<file path="src/common/csc_pkg.sv">
// Constants for the current-sense calibration register bank
package csc_pkg;
   // Command codes of the bank
   localparam logic [7:0] CMD_PHASE0_SENSE_GAIN = 8'hca;
   localparam logic [7:0] CMD_PHASE1_SENSE_GAIN = 8'hcb;
   localparam logic [7:0] CMD_PHASE0_SENSE_OFFSET = 8'hcc;
   localparam logic [7:0] CMD_PHASE1_SENSE_OFFSET = 8'hcd;
   localparam logic [7:0] CMD_RAMP_VOLTAGE_FLOOR = 8'hce;
   // Word slots, in command-code order
   localparam int NUM_WORDS = 5;
   localparam logic [2:0] IDX_PHASE0_SENSE_GAIN = 3'h0;
   localparam logic [2:0] IDX_PHASE1_SENSE_GAIN = 3'h1;
   localparam logic [2:0] IDX_PHASE0_SENSE_OFFSET = 3'h2;
   localparam logic [2:0] IDX_PHASE1_SENSE_OFFSET = 3'h3;
   localparam logic [2:0] IDX_RAMP_VOLTAGE_FLOOR = 3'h4;
   // Reset values: 0.3 mOhm gains, 0 A offsets, 150 mV floor
   localparam logic [15:0] RST_SENSE_GAIN = 16'haa66;
   localparam logic [15:0] RST_SENSE_OFFSET = 16'h0000;
   localparam logic [15:0] RST_RAMP_VOLTAGE_FLOOR = 16'hf258;
   // Word layout: exponent and mantissa fields
   localparam int EXP_MSB = 15;
   localparam int EXP_LSB = 11;
   localparam int EXP_W = 5;
   localparam int MANT_MSB = 10;
   localparam int MANT_LSB = 0;
   localparam int MANT_W = 11;
   // Data bytes per word transfer
   localparam logic [1:0] WORD_BYTES = 2'h2;
   // Transaction states
   typedef enum logic [1:0] {
      ST_IDLE = 2'b01,
      ST_ACTIVE = 2'b10
   } csc_state_t;
endpackage

</file>
<file path="src/rtl/csc_lin11_split.sv">
// Splits one stored word into its signed exponent and mantissa
`timescale 1ns/10ps
module csc_lin11_split (
   // Clock and reset
   input wire logic mclk,
   input wire logic nrst,
   // Stored word
   input wire logic [15:0] word,
   // Decoded fields
   output logic signed [csc_pkg::EXP_W-1:0] exponent,
   output logic signed [csc_pkg::MANT_W-1:0] mantissa
);
   import csc_pkg::*;

   // Field split, registered for the datapath
   always_ff @(posedge mclk) begin
      if (!nrst) begin
         exponent <= '0;
         mantissa <= '0;
      end else begin
         exponent <= signed'(word[EXP_MSB:EXP_LSB]);
         mantissa <= signed'(word[MANT_MSB:MANT_LSB]);
      end
   end

   property p_field_split;
      @(posedge mclk) disable iff (!nrst)
      $past(nrst) |-> (exponent == $past(word[EXP_MSB:EXP_LSB])) && (mantissa == $past(word[MANT_MSB:MANT_LSB]));
   endproperty
   a_field_split: assert property (p_field_split) else $error("field split mismatch");

   property p_sign_kept;
      @(posedge mclk) disable iff (!nrst)
      $past(nrst) && $past(word[EXP_MSB]) |-> exponent < 0;
   endproperty
   a_sign_kept: assert property (p_sign_kept) else $error("exponent sign lost");
endmodule

</file>
<file path="src/rtl/csc_regs.sv">
// Current-sense calibration register bank behind the management bus command port
// Overview of operation
// - Command CBh is a read/write word holding the phase 1 sense impedance in milliohms.
// - The phase 1 sense-gain word resets to AA66h, i.e. 0.3 milliohm.
// - Command CCh is a read/write word holding the phase 0 current offset in amperes.
// - Command CDh is the matching read/write current offset word for phase 1.
// - Both current offset words reset to 0000h, i.e. zero amperes.
// - Command CEh is a read/write word holding the lowest ramp target voltage in millivolts.
// - The ramp voltage floor resets to F258h, i.e. 150 millivolts.
// - Every word is a signed mantissa times two to a signed exponent.
// - Every word write takes exactly two data bytes; a read returns low then high byte and wraps back to low on a third request.
// - Every word is readable and writable, and writes are refused while write protection is on.
// - Command CAh is the phase 0 sense-gain word with the same format and reset value.
`timescale 1ns/10ps
module csc_regs (
   // Clock and reset
   input wire logic mclk,
   input wire logic nrst,
   // Command port from the bus protocol engine
   input wire logic cmd_start,
   input wire logic [7:0] cmd_code,
   input wire logic txn_stop,
   input wire logic write_protect,
   // Write bytes, low byte first
   input wire logic wr_byte_valid,
   input wire logic [7:0] wr_byte,
   // Read bytes, low byte first
   input wire logic rd_byte_req,
   output logic [7:0] rd_byte,
   output logic rd_byte_valid,
   // Transaction status
   output logic cmd_supported,
   output logic wr_refused,
   // Stored words
   output logic [15:0] phase0_sense_gain,
   output logic [15:0] phase1_sense_gain,
   output logic [15:0] phase0_sense_offset,
   output logic [15:0] phase1_sense_offset,
   output logic [15:0] ramp_voltage_floor,
   // Decoded fields, one slot per word, slot 0 in the low bits
   output logic [csc_pkg::NUM_WORDS*csc_pkg::EXP_W-1:0] word_exponent,
   output logic [csc_pkg::NUM_WORDS*csc_pkg::MANT_W-1:0] word_mantissa
);
   import csc_pkg::*;

   // Maps a command code onto a word slot; bit 3 flags a hit
   function automatic logic [3:0] code_slot(input logic [7:0] code);
      case (code)
         CMD_PHASE0_SENSE_GAIN: code_slot = {1'b1, IDX_PHASE0_SENSE_GAIN};
         CMD_PHASE1_SENSE_GAIN: code_slot = {1'b1, IDX_PHASE1_SENSE_GAIN};
         CMD_PHASE0_SENSE_OFFSET: code_slot = {1'b1, IDX_PHASE0_SENSE_OFFSET};
         CMD_PHASE1_SENSE_OFFSET: code_slot = {1'b1, IDX_PHASE1_SENSE_OFFSET};
         CMD_RAMP_VOLTAGE_FLOOR: code_slot = {1'b1, IDX_RAMP_VOLTAGE_FLOOR};
         default: code_slot = 4'h0;
      endcase
   endfunction

   // Reset value of each slot
   function automatic logic [15:0] slot_reset(input int idx);
      case (idx)
         0, 1: slot_reset = RST_SENSE_GAIN;
         2, 3: slot_reset = RST_SENSE_OFFSET;
         default: slot_reset = RST_RAMP_VOLTAGE_FLOOR;
      endcase
   endfunction

   csc_state_t state_reg;
   logic [7:0] cmd_reg;
   logic [1:0] wr_count_reg;
   logic rd_idx_reg;
   logic [15:0] wdata_reg;
   logic [15:0] words_reg [NUM_WORDS];
   logic [3:0] slot;
   logic commit;

   // Current command decode
   assign slot = code_slot(cmd_reg);
   assign cmd_supported = slot[3] && (state_reg == ST_ACTIVE);
   assign commit = (state_reg == ST_ACTIVE) && txn_stop && (wr_count_reg == WORD_BYTES) && slot[3]
                   && !write_protect;

   // Transaction tracking
   always_ff @(posedge mclk) begin
      if (!nrst) begin
         state_reg <= ST_IDLE;
         cmd_reg <= 8'h00;
      end else if (cmd_start) begin
         state_reg <= ST_ACTIVE;
         cmd_reg <= cmd_code;
      end else if (txn_stop) begin
         state_reg <= ST_IDLE;
      end
   end

   // Write byte gathering, counter saturates to catch long writes
   always_ff @(posedge mclk) begin
      if (!nrst) begin
         wr_count_reg <= 2'h0;
         wdata_reg <= 16'h0000;
      end else if (cmd_start) begin
         wr_count_reg <= 2'h0;
      end else if (wr_byte_valid && state_reg == ST_ACTIVE) begin
         if (wr_count_reg == 2'h0) begin
            wdata_reg[7:0] <= wr_byte;
         end else if (wr_count_reg == 2'h1) begin
            wdata_reg[15:8] <= wr_byte;
         end
         if (wr_count_reg != 2'h3) begin
            wr_count_reg <= wr_count_reg + 2'h1;
         end
      end
   end

   // Word storage with reset values
   always_ff @(posedge mclk) begin
      for (int i = 0; i < NUM_WORDS; i++) begin
         if (!nrst) begin
            words_reg[i] <= slot_reset(i);
         end else if (commit && slot[2:0] == i[2:0]) begin
            words_reg[i] <= wdata_reg;
         end
      end
   end

   // Refusal pulse for protected, unknown or wrongly sized writes
   always_ff @(posedge mclk) begin
      if (!nrst) begin
         wr_refused <= 1'b0;
      end else begin
         wr_refused <= (state_reg == ST_ACTIVE) && txn_stop && (wr_count_reg != 2'h0) && !commit;
      end
   end

   // Read bytes, low then high; unknown codes read zero
   always_ff @(posedge mclk) begin
      if (!nrst) begin
         rd_idx_reg <= 1'b0;
         rd_byte <= 8'h00;
         rd_byte_valid <= 1'b0;
      end else begin
         // A request in the cycle of a new command is dropped, so no stale byte is flagged
         rd_byte_valid <= rd_byte_req && state_reg == ST_ACTIVE && !cmd_start;
         if (cmd_start) begin
            rd_idx_reg <= 1'b0;
         end else if (rd_byte_req && state_reg == ST_ACTIVE) begin
            rd_idx_reg <= !rd_idx_reg;
            if (!slot[3]) begin
               rd_byte <= 8'h00;
            end else if (!rd_idx_reg) begin
               rd_byte <= words_reg[slot[2:0]][7:0];
            end else begin
               rd_byte <= words_reg[slot[2:0]][15:8];
            end
         end
      end
   end

   // Named word outputs
   assign phase0_sense_gain = words_reg[IDX_PHASE0_SENSE_GAIN];
   assign phase1_sense_gain = words_reg[IDX_PHASE1_SENSE_GAIN];
   assign phase0_sense_offset = words_reg[IDX_PHASE0_SENSE_OFFSET];
   assign phase1_sense_offset = words_reg[IDX_PHASE1_SENSE_OFFSET];
   assign ramp_voltage_floor = words_reg[IDX_RAMP_VOLTAGE_FLOOR];

   // Field decoders, one per word
   generate
      for (genvar g = 0; g < NUM_WORDS; g++) begin : g_split
         csc_lin11_split u_split (
            .mclk(mclk),
            .nrst(nrst),
            .word(words_reg[g]),
            .exponent(word_exponent[g*EXP_W +: EXP_W]),
            .mantissa(word_mantissa[g*MANT_W +: MANT_W])
         );
      end
   endgenerate

   property p_gain_reset;
      @(posedge mclk) $rose(nrst) |-> phase1_sense_gain == RST_SENSE_GAIN && phase0_sense_gain == RST_SENSE_GAIN;
   endproperty
   a_gain_reset: assert property (p_gain_reset) else $error("gain reset value wrong");

   property p_gain0_write;
      @(posedge mclk) disable iff (!nrst)
      commit && cmd_reg == CMD_PHASE0_SENSE_GAIN |=> phase0_sense_gain == $past(wdata_reg);
   endproperty
   a_gain0_write: assert property (p_gain0_write) else $error("phase 0 gain not written");

   property p_offset_reset;
      @(posedge mclk) $rose(nrst) |-> phase0_sense_offset == RST_SENSE_OFFSET && phase1_sense_offset == RST_SENSE_OFFSET;
   endproperty
   a_offset_reset: assert property (p_offset_reset) else $error("offset reset value wrong");

   property p_floor_reset;
      @(posedge mclk) $rose(nrst) |-> ramp_voltage_floor == RST_RAMP_VOLTAGE_FLOOR;
   endproperty
   a_floor_reset: assert property (p_floor_reset) else $error("floor reset value wrong");

   property p_gain1_write;
      @(posedge mclk) disable iff (!nrst)
      commit && cmd_reg == CMD_PHASE1_SENSE_GAIN |=> phase1_sense_gain == $past(wdata_reg);
   endproperty
   a_gain1_write: assert property (p_gain1_write) else $error("phase 1 gain not written");

   property p_offset_write;
      @(posedge mclk) disable iff (!nrst)
      commit && (cmd_reg == CMD_PHASE0_SENSE_OFFSET || cmd_reg == CMD_PHASE1_SENSE_OFFSET) |=>
         (($past(cmd_reg) == CMD_PHASE0_SENSE_OFFSET) ? phase0_sense_offset : phase1_sense_offset)
         == $past(wdata_reg);
   endproperty
   a_offset_write: assert property (p_offset_write) else $error("offset not written");

   property p_protect_holds;
      @(posedge mclk) disable iff (!nrst)
      write_protect && !cmd_start |=> $stable(phase1_sense_gain) && $stable(phase0_sense_offset)
         && $stable(phase1_sense_offset) && $stable(ramp_voltage_floor) && $stable(phase0_sense_gain);
   endproperty
   a_protect_holds: assert property (p_protect_holds) else $error("write taken under protection");

   property p_byte_count;
      @(posedge mclk) disable iff (!nrst)
      state_reg == ST_ACTIVE && txn_stop && wr_count_reg != 2'h2 |=> $stable(ramp_voltage_floor)
         && $stable(phase1_sense_gain);
   endproperty
   a_byte_count: assert property (p_byte_count) else $error("write with wrong byte count taken");

   property p_floor_read;
      @(posedge mclk) disable iff (!nrst)
      rd_byte_req && state_reg == ST_ACTIVE && cmd_reg == CMD_RAMP_VOLTAGE_FLOOR && !rd_idx_reg && !cmd_start
         && !txn_stop ##1 rd_byte_req && !txn_stop && !cmd_start
         |=> rd_byte_valid && rd_byte == $past(ramp_voltage_floor[15:8], 1)
         && $past(rd_byte, 1) == $past(ramp_voltage_floor[7:0], 2);
   endproperty
   a_floor_read: assert property (p_floor_read) else $error("floor read bytes wrong");
endmodule

</file>
<file path="config.mk">
export PLATFORM = sky130hd
export DESIGN_NAME = csc_regs
export DESIGN_NICKNAME = d
export VERILOG_FILES = /design/src/common/csc_pkg.sv /design/src/rtl/csc_lin11_split.sv /design/src/rtl/csc_regs.sv
export SDC_FILE = /design/constraint.sdc
export NUM_CORES = 1
export LEC_CHECK = 0
export BUFFER_PORTS_ARGS = -buffer_cell sky130_fd_sc_hd__clkbuf_2
export CAP_MARGIN = 20
export CORE_MARGIN = 4
export CORE_UTILIZATION = 50
export DETAILED_ROUTE_END_ITERATION = 16
export PLACE_DENSITY_LB_ADDON = 0.05
export SYNTH_ARGS = -nofsm -noshare
export SYNTH_HDL_FRONTEND = slang
export SYNTH_SLANG_ARGS = --single-unit
</file>
<file path="constraint.sdc">
create_clock -name mclk -period 4.1 [get_ports mclk]
set_input_delay 0.205 -clock mclk [delete_from_list [all_inputs] [get_ports mclk]]
set_output_delay 0.205 -clock mclk [all_outputs]
set_load 0.02 [all_outputs]
</file>
After elaboration in Yosys (flattened, before gate mapping)
Memory sizes are Yosys's and may differ from the RTL's. A register that Yosys moved wholly into a read port is not among the register bits.
Index checks and enable logic that the tools add are counted.

storage, ports and cells
  register bits after elaboration = 39
  RAM bits = 80
  input bits = 23
  logic and storage cells = 94
  memories kept = 1

cells by class
  add/subtract/negate cells = 1
  equality and inequality tests = 13
  mux-type cells = 29
  bitwise logic cells = 8
  reduce and logical (&&, ||, !) cells = 33

memories
  name       depth  width  rd ports  clocked after Yosys merged registers in  write ports  line            text
  words_reg  5      16     11        5                                        5            csc_regs.sv:72  logic [15:0] words_reg [NUM_WORDS];

operators by type and width
  kind                                            number
  2-to-1 mux 16 bit                               8
  == test 8 bit (second input constant)           5
  one-hot mux 4 bit (5 select lines)              1
  2-to-1 mux 1 bit                                16
  2-to-1 mux 8 bit                                2
  logical AND 1 bit                               15
  logical NOT 1 bit                               9
  == test 3 x 2 -> 1 bit (second input constant)  2
  bitwise OR 1 bit                                5
  == test 2 bit (second input constant)           2
  2-to-1 mux 2 bit                                2
  AND reduction 2 bit                             2
  AND reduction 4 bit                             1
  nonzero test 2 bit                              2
  == test 3 x 1 -> 1 bit (second input constant)  1
  == test 3 bit (second input constant)           1
  logical NOT 3 bit                               1
  inverter 1 bit                                  3
  AND reduction 3 bit                             1
  adder 2 x 1 -> 2 bit (second input constant)    1
  == test 2 x 1 -> 1 bit (second input constant)  1
  logical NOT 2 bit                               1
  != test 2 bit (second input constant)           1
  OR reduction 2 bit                              1

Logic depth before layout (Yosys ltp)
  word-level depth = 10
  depth in mapped cells = 9
  mapped depth without buffers = 7

Cells and area by module
Synthesis repeated with hierarchy kept, for this count alone.

unflattened totals
  cells, all modules = 635
  area total of the unflattened synthesis = 7658.6 um2

modules (own cells, without submodules)
  module           instances  cells each  area an instance (um2)  seq. area each (um2)
  csc_regs         1          470         5425.2                  3183.1
  csc_lin11_split  5          33          446.7                   320.3

Worst setup path after synthesis
Ideal clock, no wire load.

  kind = register -> register
  start = reg cmd_reg[5]
  end = mem words_reg[2][0], enable pin
  arrival = 2821 ps
  required time = 3665 ps
  path slack = 843 ps
  cell stages (with the launch flop) = 5
  clock period less this slack = 3257 ps
  cell sequence = dfxtp_1 nand4bb_4 nor4_4 nand2_1 o41ai_1

RTL lines
  item                    line            text
  start, declared         csc_regs.sv:68  logic [7:0] cmd_reg;
  start signal, assigned  csc_regs.sv:89  cmd_reg <= cmd_code;
  end, declared           csc_regs.sv:72

==> metrics <==
outcome=completed; vias per cell=5.59; Die Width=132 µm; final setup slack of the worst path=1220 ps; buffers added on ports=193; Ports=194; number of global-route vias before repair=5,648; Post-Synth Simple-Gate Area=0.222; M1 wire length=9100 µm; fraction of registers with async set/reset=0; Setup Skew=9.03 ps; Synth area leaders=edfxtp_1 31%, dfxtp_1 31%, and2_1 11%, mux2i_1 2.1%, or3_1 2.1%; Max Cap Viol=0; Synth top cells by count=139 x and2_1, 119 x dfxtp_1, 80 x edfxtp_1; crit path max fanout=26; CP required=4400 ps; Largest register FFs=80; Longest Clk Path Bufs=2; Synth Area in Adders=0.00656; Core Box Area=14,800 µm²; max-slew violation count=0; Top Layer Used=met4; critical path's largest stage delay=940 ps; sequential share of the synthesized area=0.627; Seq cells post-synth=199; final hold violation count=0; post_cts resized=0; Worst-Skew Late Latency=430 ps; DR WL/cell=21.0 µm; area of the multi-input gates=2640 µm²; # rows=44; Synth area leader=edfxtp_1; Die Area=17,300 µm²; largest net degree at the start of global routing=59; via count=5,840; sinks on the clock net=199; total area of sequential cells=4780 µm²; Static Leak=3.82 nW; Clock transition at path regs=70 ps; Post-Synth XOR/XNOR Area=0.00230; startpoint types=flip-flop; unrepaired setup endpoints after global routing=no; Netlist Area Pre-Place=7630 µm²; WS Path Type=flip-flop to flip-flop; H-tree depth=4; FMAX=348 MHz; # Post-CTS Setup Buffers=0; Post-Syn Nets=691; CTS buffer count=17; worst slew pin tran=1040 ps; Max rail drop VDD=0.283 mV; Layout Nets=874; PwrDens=430 nW/µm²; fraction of layout cells with a size suffix above 1=0.286; Routed met2 length=10,300 µm; setup TNS=0 ps; area grow syn2layout=21.5%; final setup fails=0; Yosys warning total=0; Worst slew margin=0.305; first-pass GRT wire length=33,400 µm; fin crit period=2880 ps; Post-synth EDFFs=80; Post-DP HPWL=15,800 µm; Detailed Routing Iterations Pass 1=5; RePlAce Congestion=0.905; DRT iter0 DRCs=519; clock root buffer=clkbuf_16; CTS tree=built; cell with the most instances after synthesis=and2_1; Starting Density=0.517; Avg Cell Area, Syn=11.5 µm²; initial antenna violation count=0; Top FF cell, synth=dfxtp_1; grt ovf=0; pre-CTS WS=1380 ps; Yosys top cell area share=0.315; Worst Setup End Kind=flip-flop; HP Class=input pin to flip-flop; Routed WL=21,900 µm; DR DRC count=0; Tot GR Track Use=0.252; multiplexer share of the synthesized area=0.0210; remaining antenna violation count=0; Die Y-Extent=132 µm; Critical Path AT=3170 ps; Synth Area in Compound Gates=0.0932; Post-Synthesis Cells=664; Final Cycle Share=0.702; worst path cell trace=nand3_1 -> or3_1 -> nor2_1 -> and2_1; largest family of logic cells by synthesized area=simple AND/OR/NAND/NOR gates; library cells used by synthesis=56; CP max-delay cell=dfxtp_1; met3 wire len=2030 µm; CTS Hold Buffers Added=0; number of fill cells=1,205
[through the flow]
stage | total power, mW | utilization | std cells | hold WS, ps | area [µm²]
6_report | 3.99 | 0.628 | 1045 | 22.0 | 9270
5_1_grt | 4.11 | 0.628 | 1044 | 18.3 | 9270
4_1_cts | 4.01 | 0.628 | 1044 | 10.6 | 9270
3_5_place_dp | 2.46 | 0.591 | 1012 | 460 | 8720
3_3_place_gp | 2.45 | 0.591 | 1012 | 448 | 8720
2_1_floorplan | 2.35 | - | 664 | 349 | 7630
[cell type report]
class / count / area share
inverters: 11 / 0.00445
well taps: 184 / 0.0248
flip-flops and latches: 199 / 0.516
clock buffers: 21 / 0.0486
clock inverters: 11 / 0.0108
multi-input cells: 417 / 0.284
repair buffers: 201 / 0.111
diodes: 1 / 0.000270
[critical path: cells and delay by family, from the launching register on]
family / cells / cell delay [ps]
flops: 1 / 940
simple gates: 4 / 1810
[metal layers]
layer  vias to the layer above  GRT usage
met4                         0     0.0811
met2                       270      0.401
met3                        31     0.0638
met1                      2851      0.339
li1                       2688          -
met5                         -          0
[kinds of logic (layout without fill, tap and decap cells)]
group,after synthesis,count (layout)
AOI/OAI and AO/OA,106,106
other,0,1
buffers and inverters,48,244
muxes,16,16
and+or+nand+nor,289,289
xor gates and xnor gates,2,2
adders and majority gates,4,4
DFF,199,199
[power breakdown]
| part | switching, mW | leakage, nW | total [mW] | internal, mW |
|---|---|---|---|---|
| Clock | 0.724 | 0.268 | 1.58 | 0.855 |
| Sequential | 0.0452 | 1.73 | 2.16 | 2.11 |
| Combinational | 0.171 | 1.83 | 0.255 | 0.0839 |
| Total | 0.940 | 3.82 | 3.99 | 3.05 |
[cell usage in the layout, fill, tap and decap left out, types with 4 or more instances in the layout]
cell	instances
or3_1	25
a211oi_1	13
nand3b_1	6
buf_4	8
clkbuf_2	193
nor3_1	6
clkinv_2	4
o221ai_1	5
dfxtp_1	119
and2_1	139
nor2_1	38
ha_1	4
a21oi_1	20
nand3_1	17
o21a_1	5
a32oi_1	4
edfxtp_1	80
inv_1	10
nand2_1	35
a31oi_1	8
clkbuf_16	17
nand2b_1	6
o21ai_0	28
mux2i_1	16
[worst paths after layout]
path,start,to,slack [ps],cells past startpoint
hold reg to reg,words_reg[4][9],g_split[4].u_split.mantissa[9],530,1
hold / removal,wr_byte[6],wdata_reg[6],20,3
setup reg to reg,cmd_reg[0],words_reg[1][4],1220,4
setup / recovery,cmd_reg[0],words_reg[1][4],1220,4
Note: power is estimated with default switching activity, not from simulation.
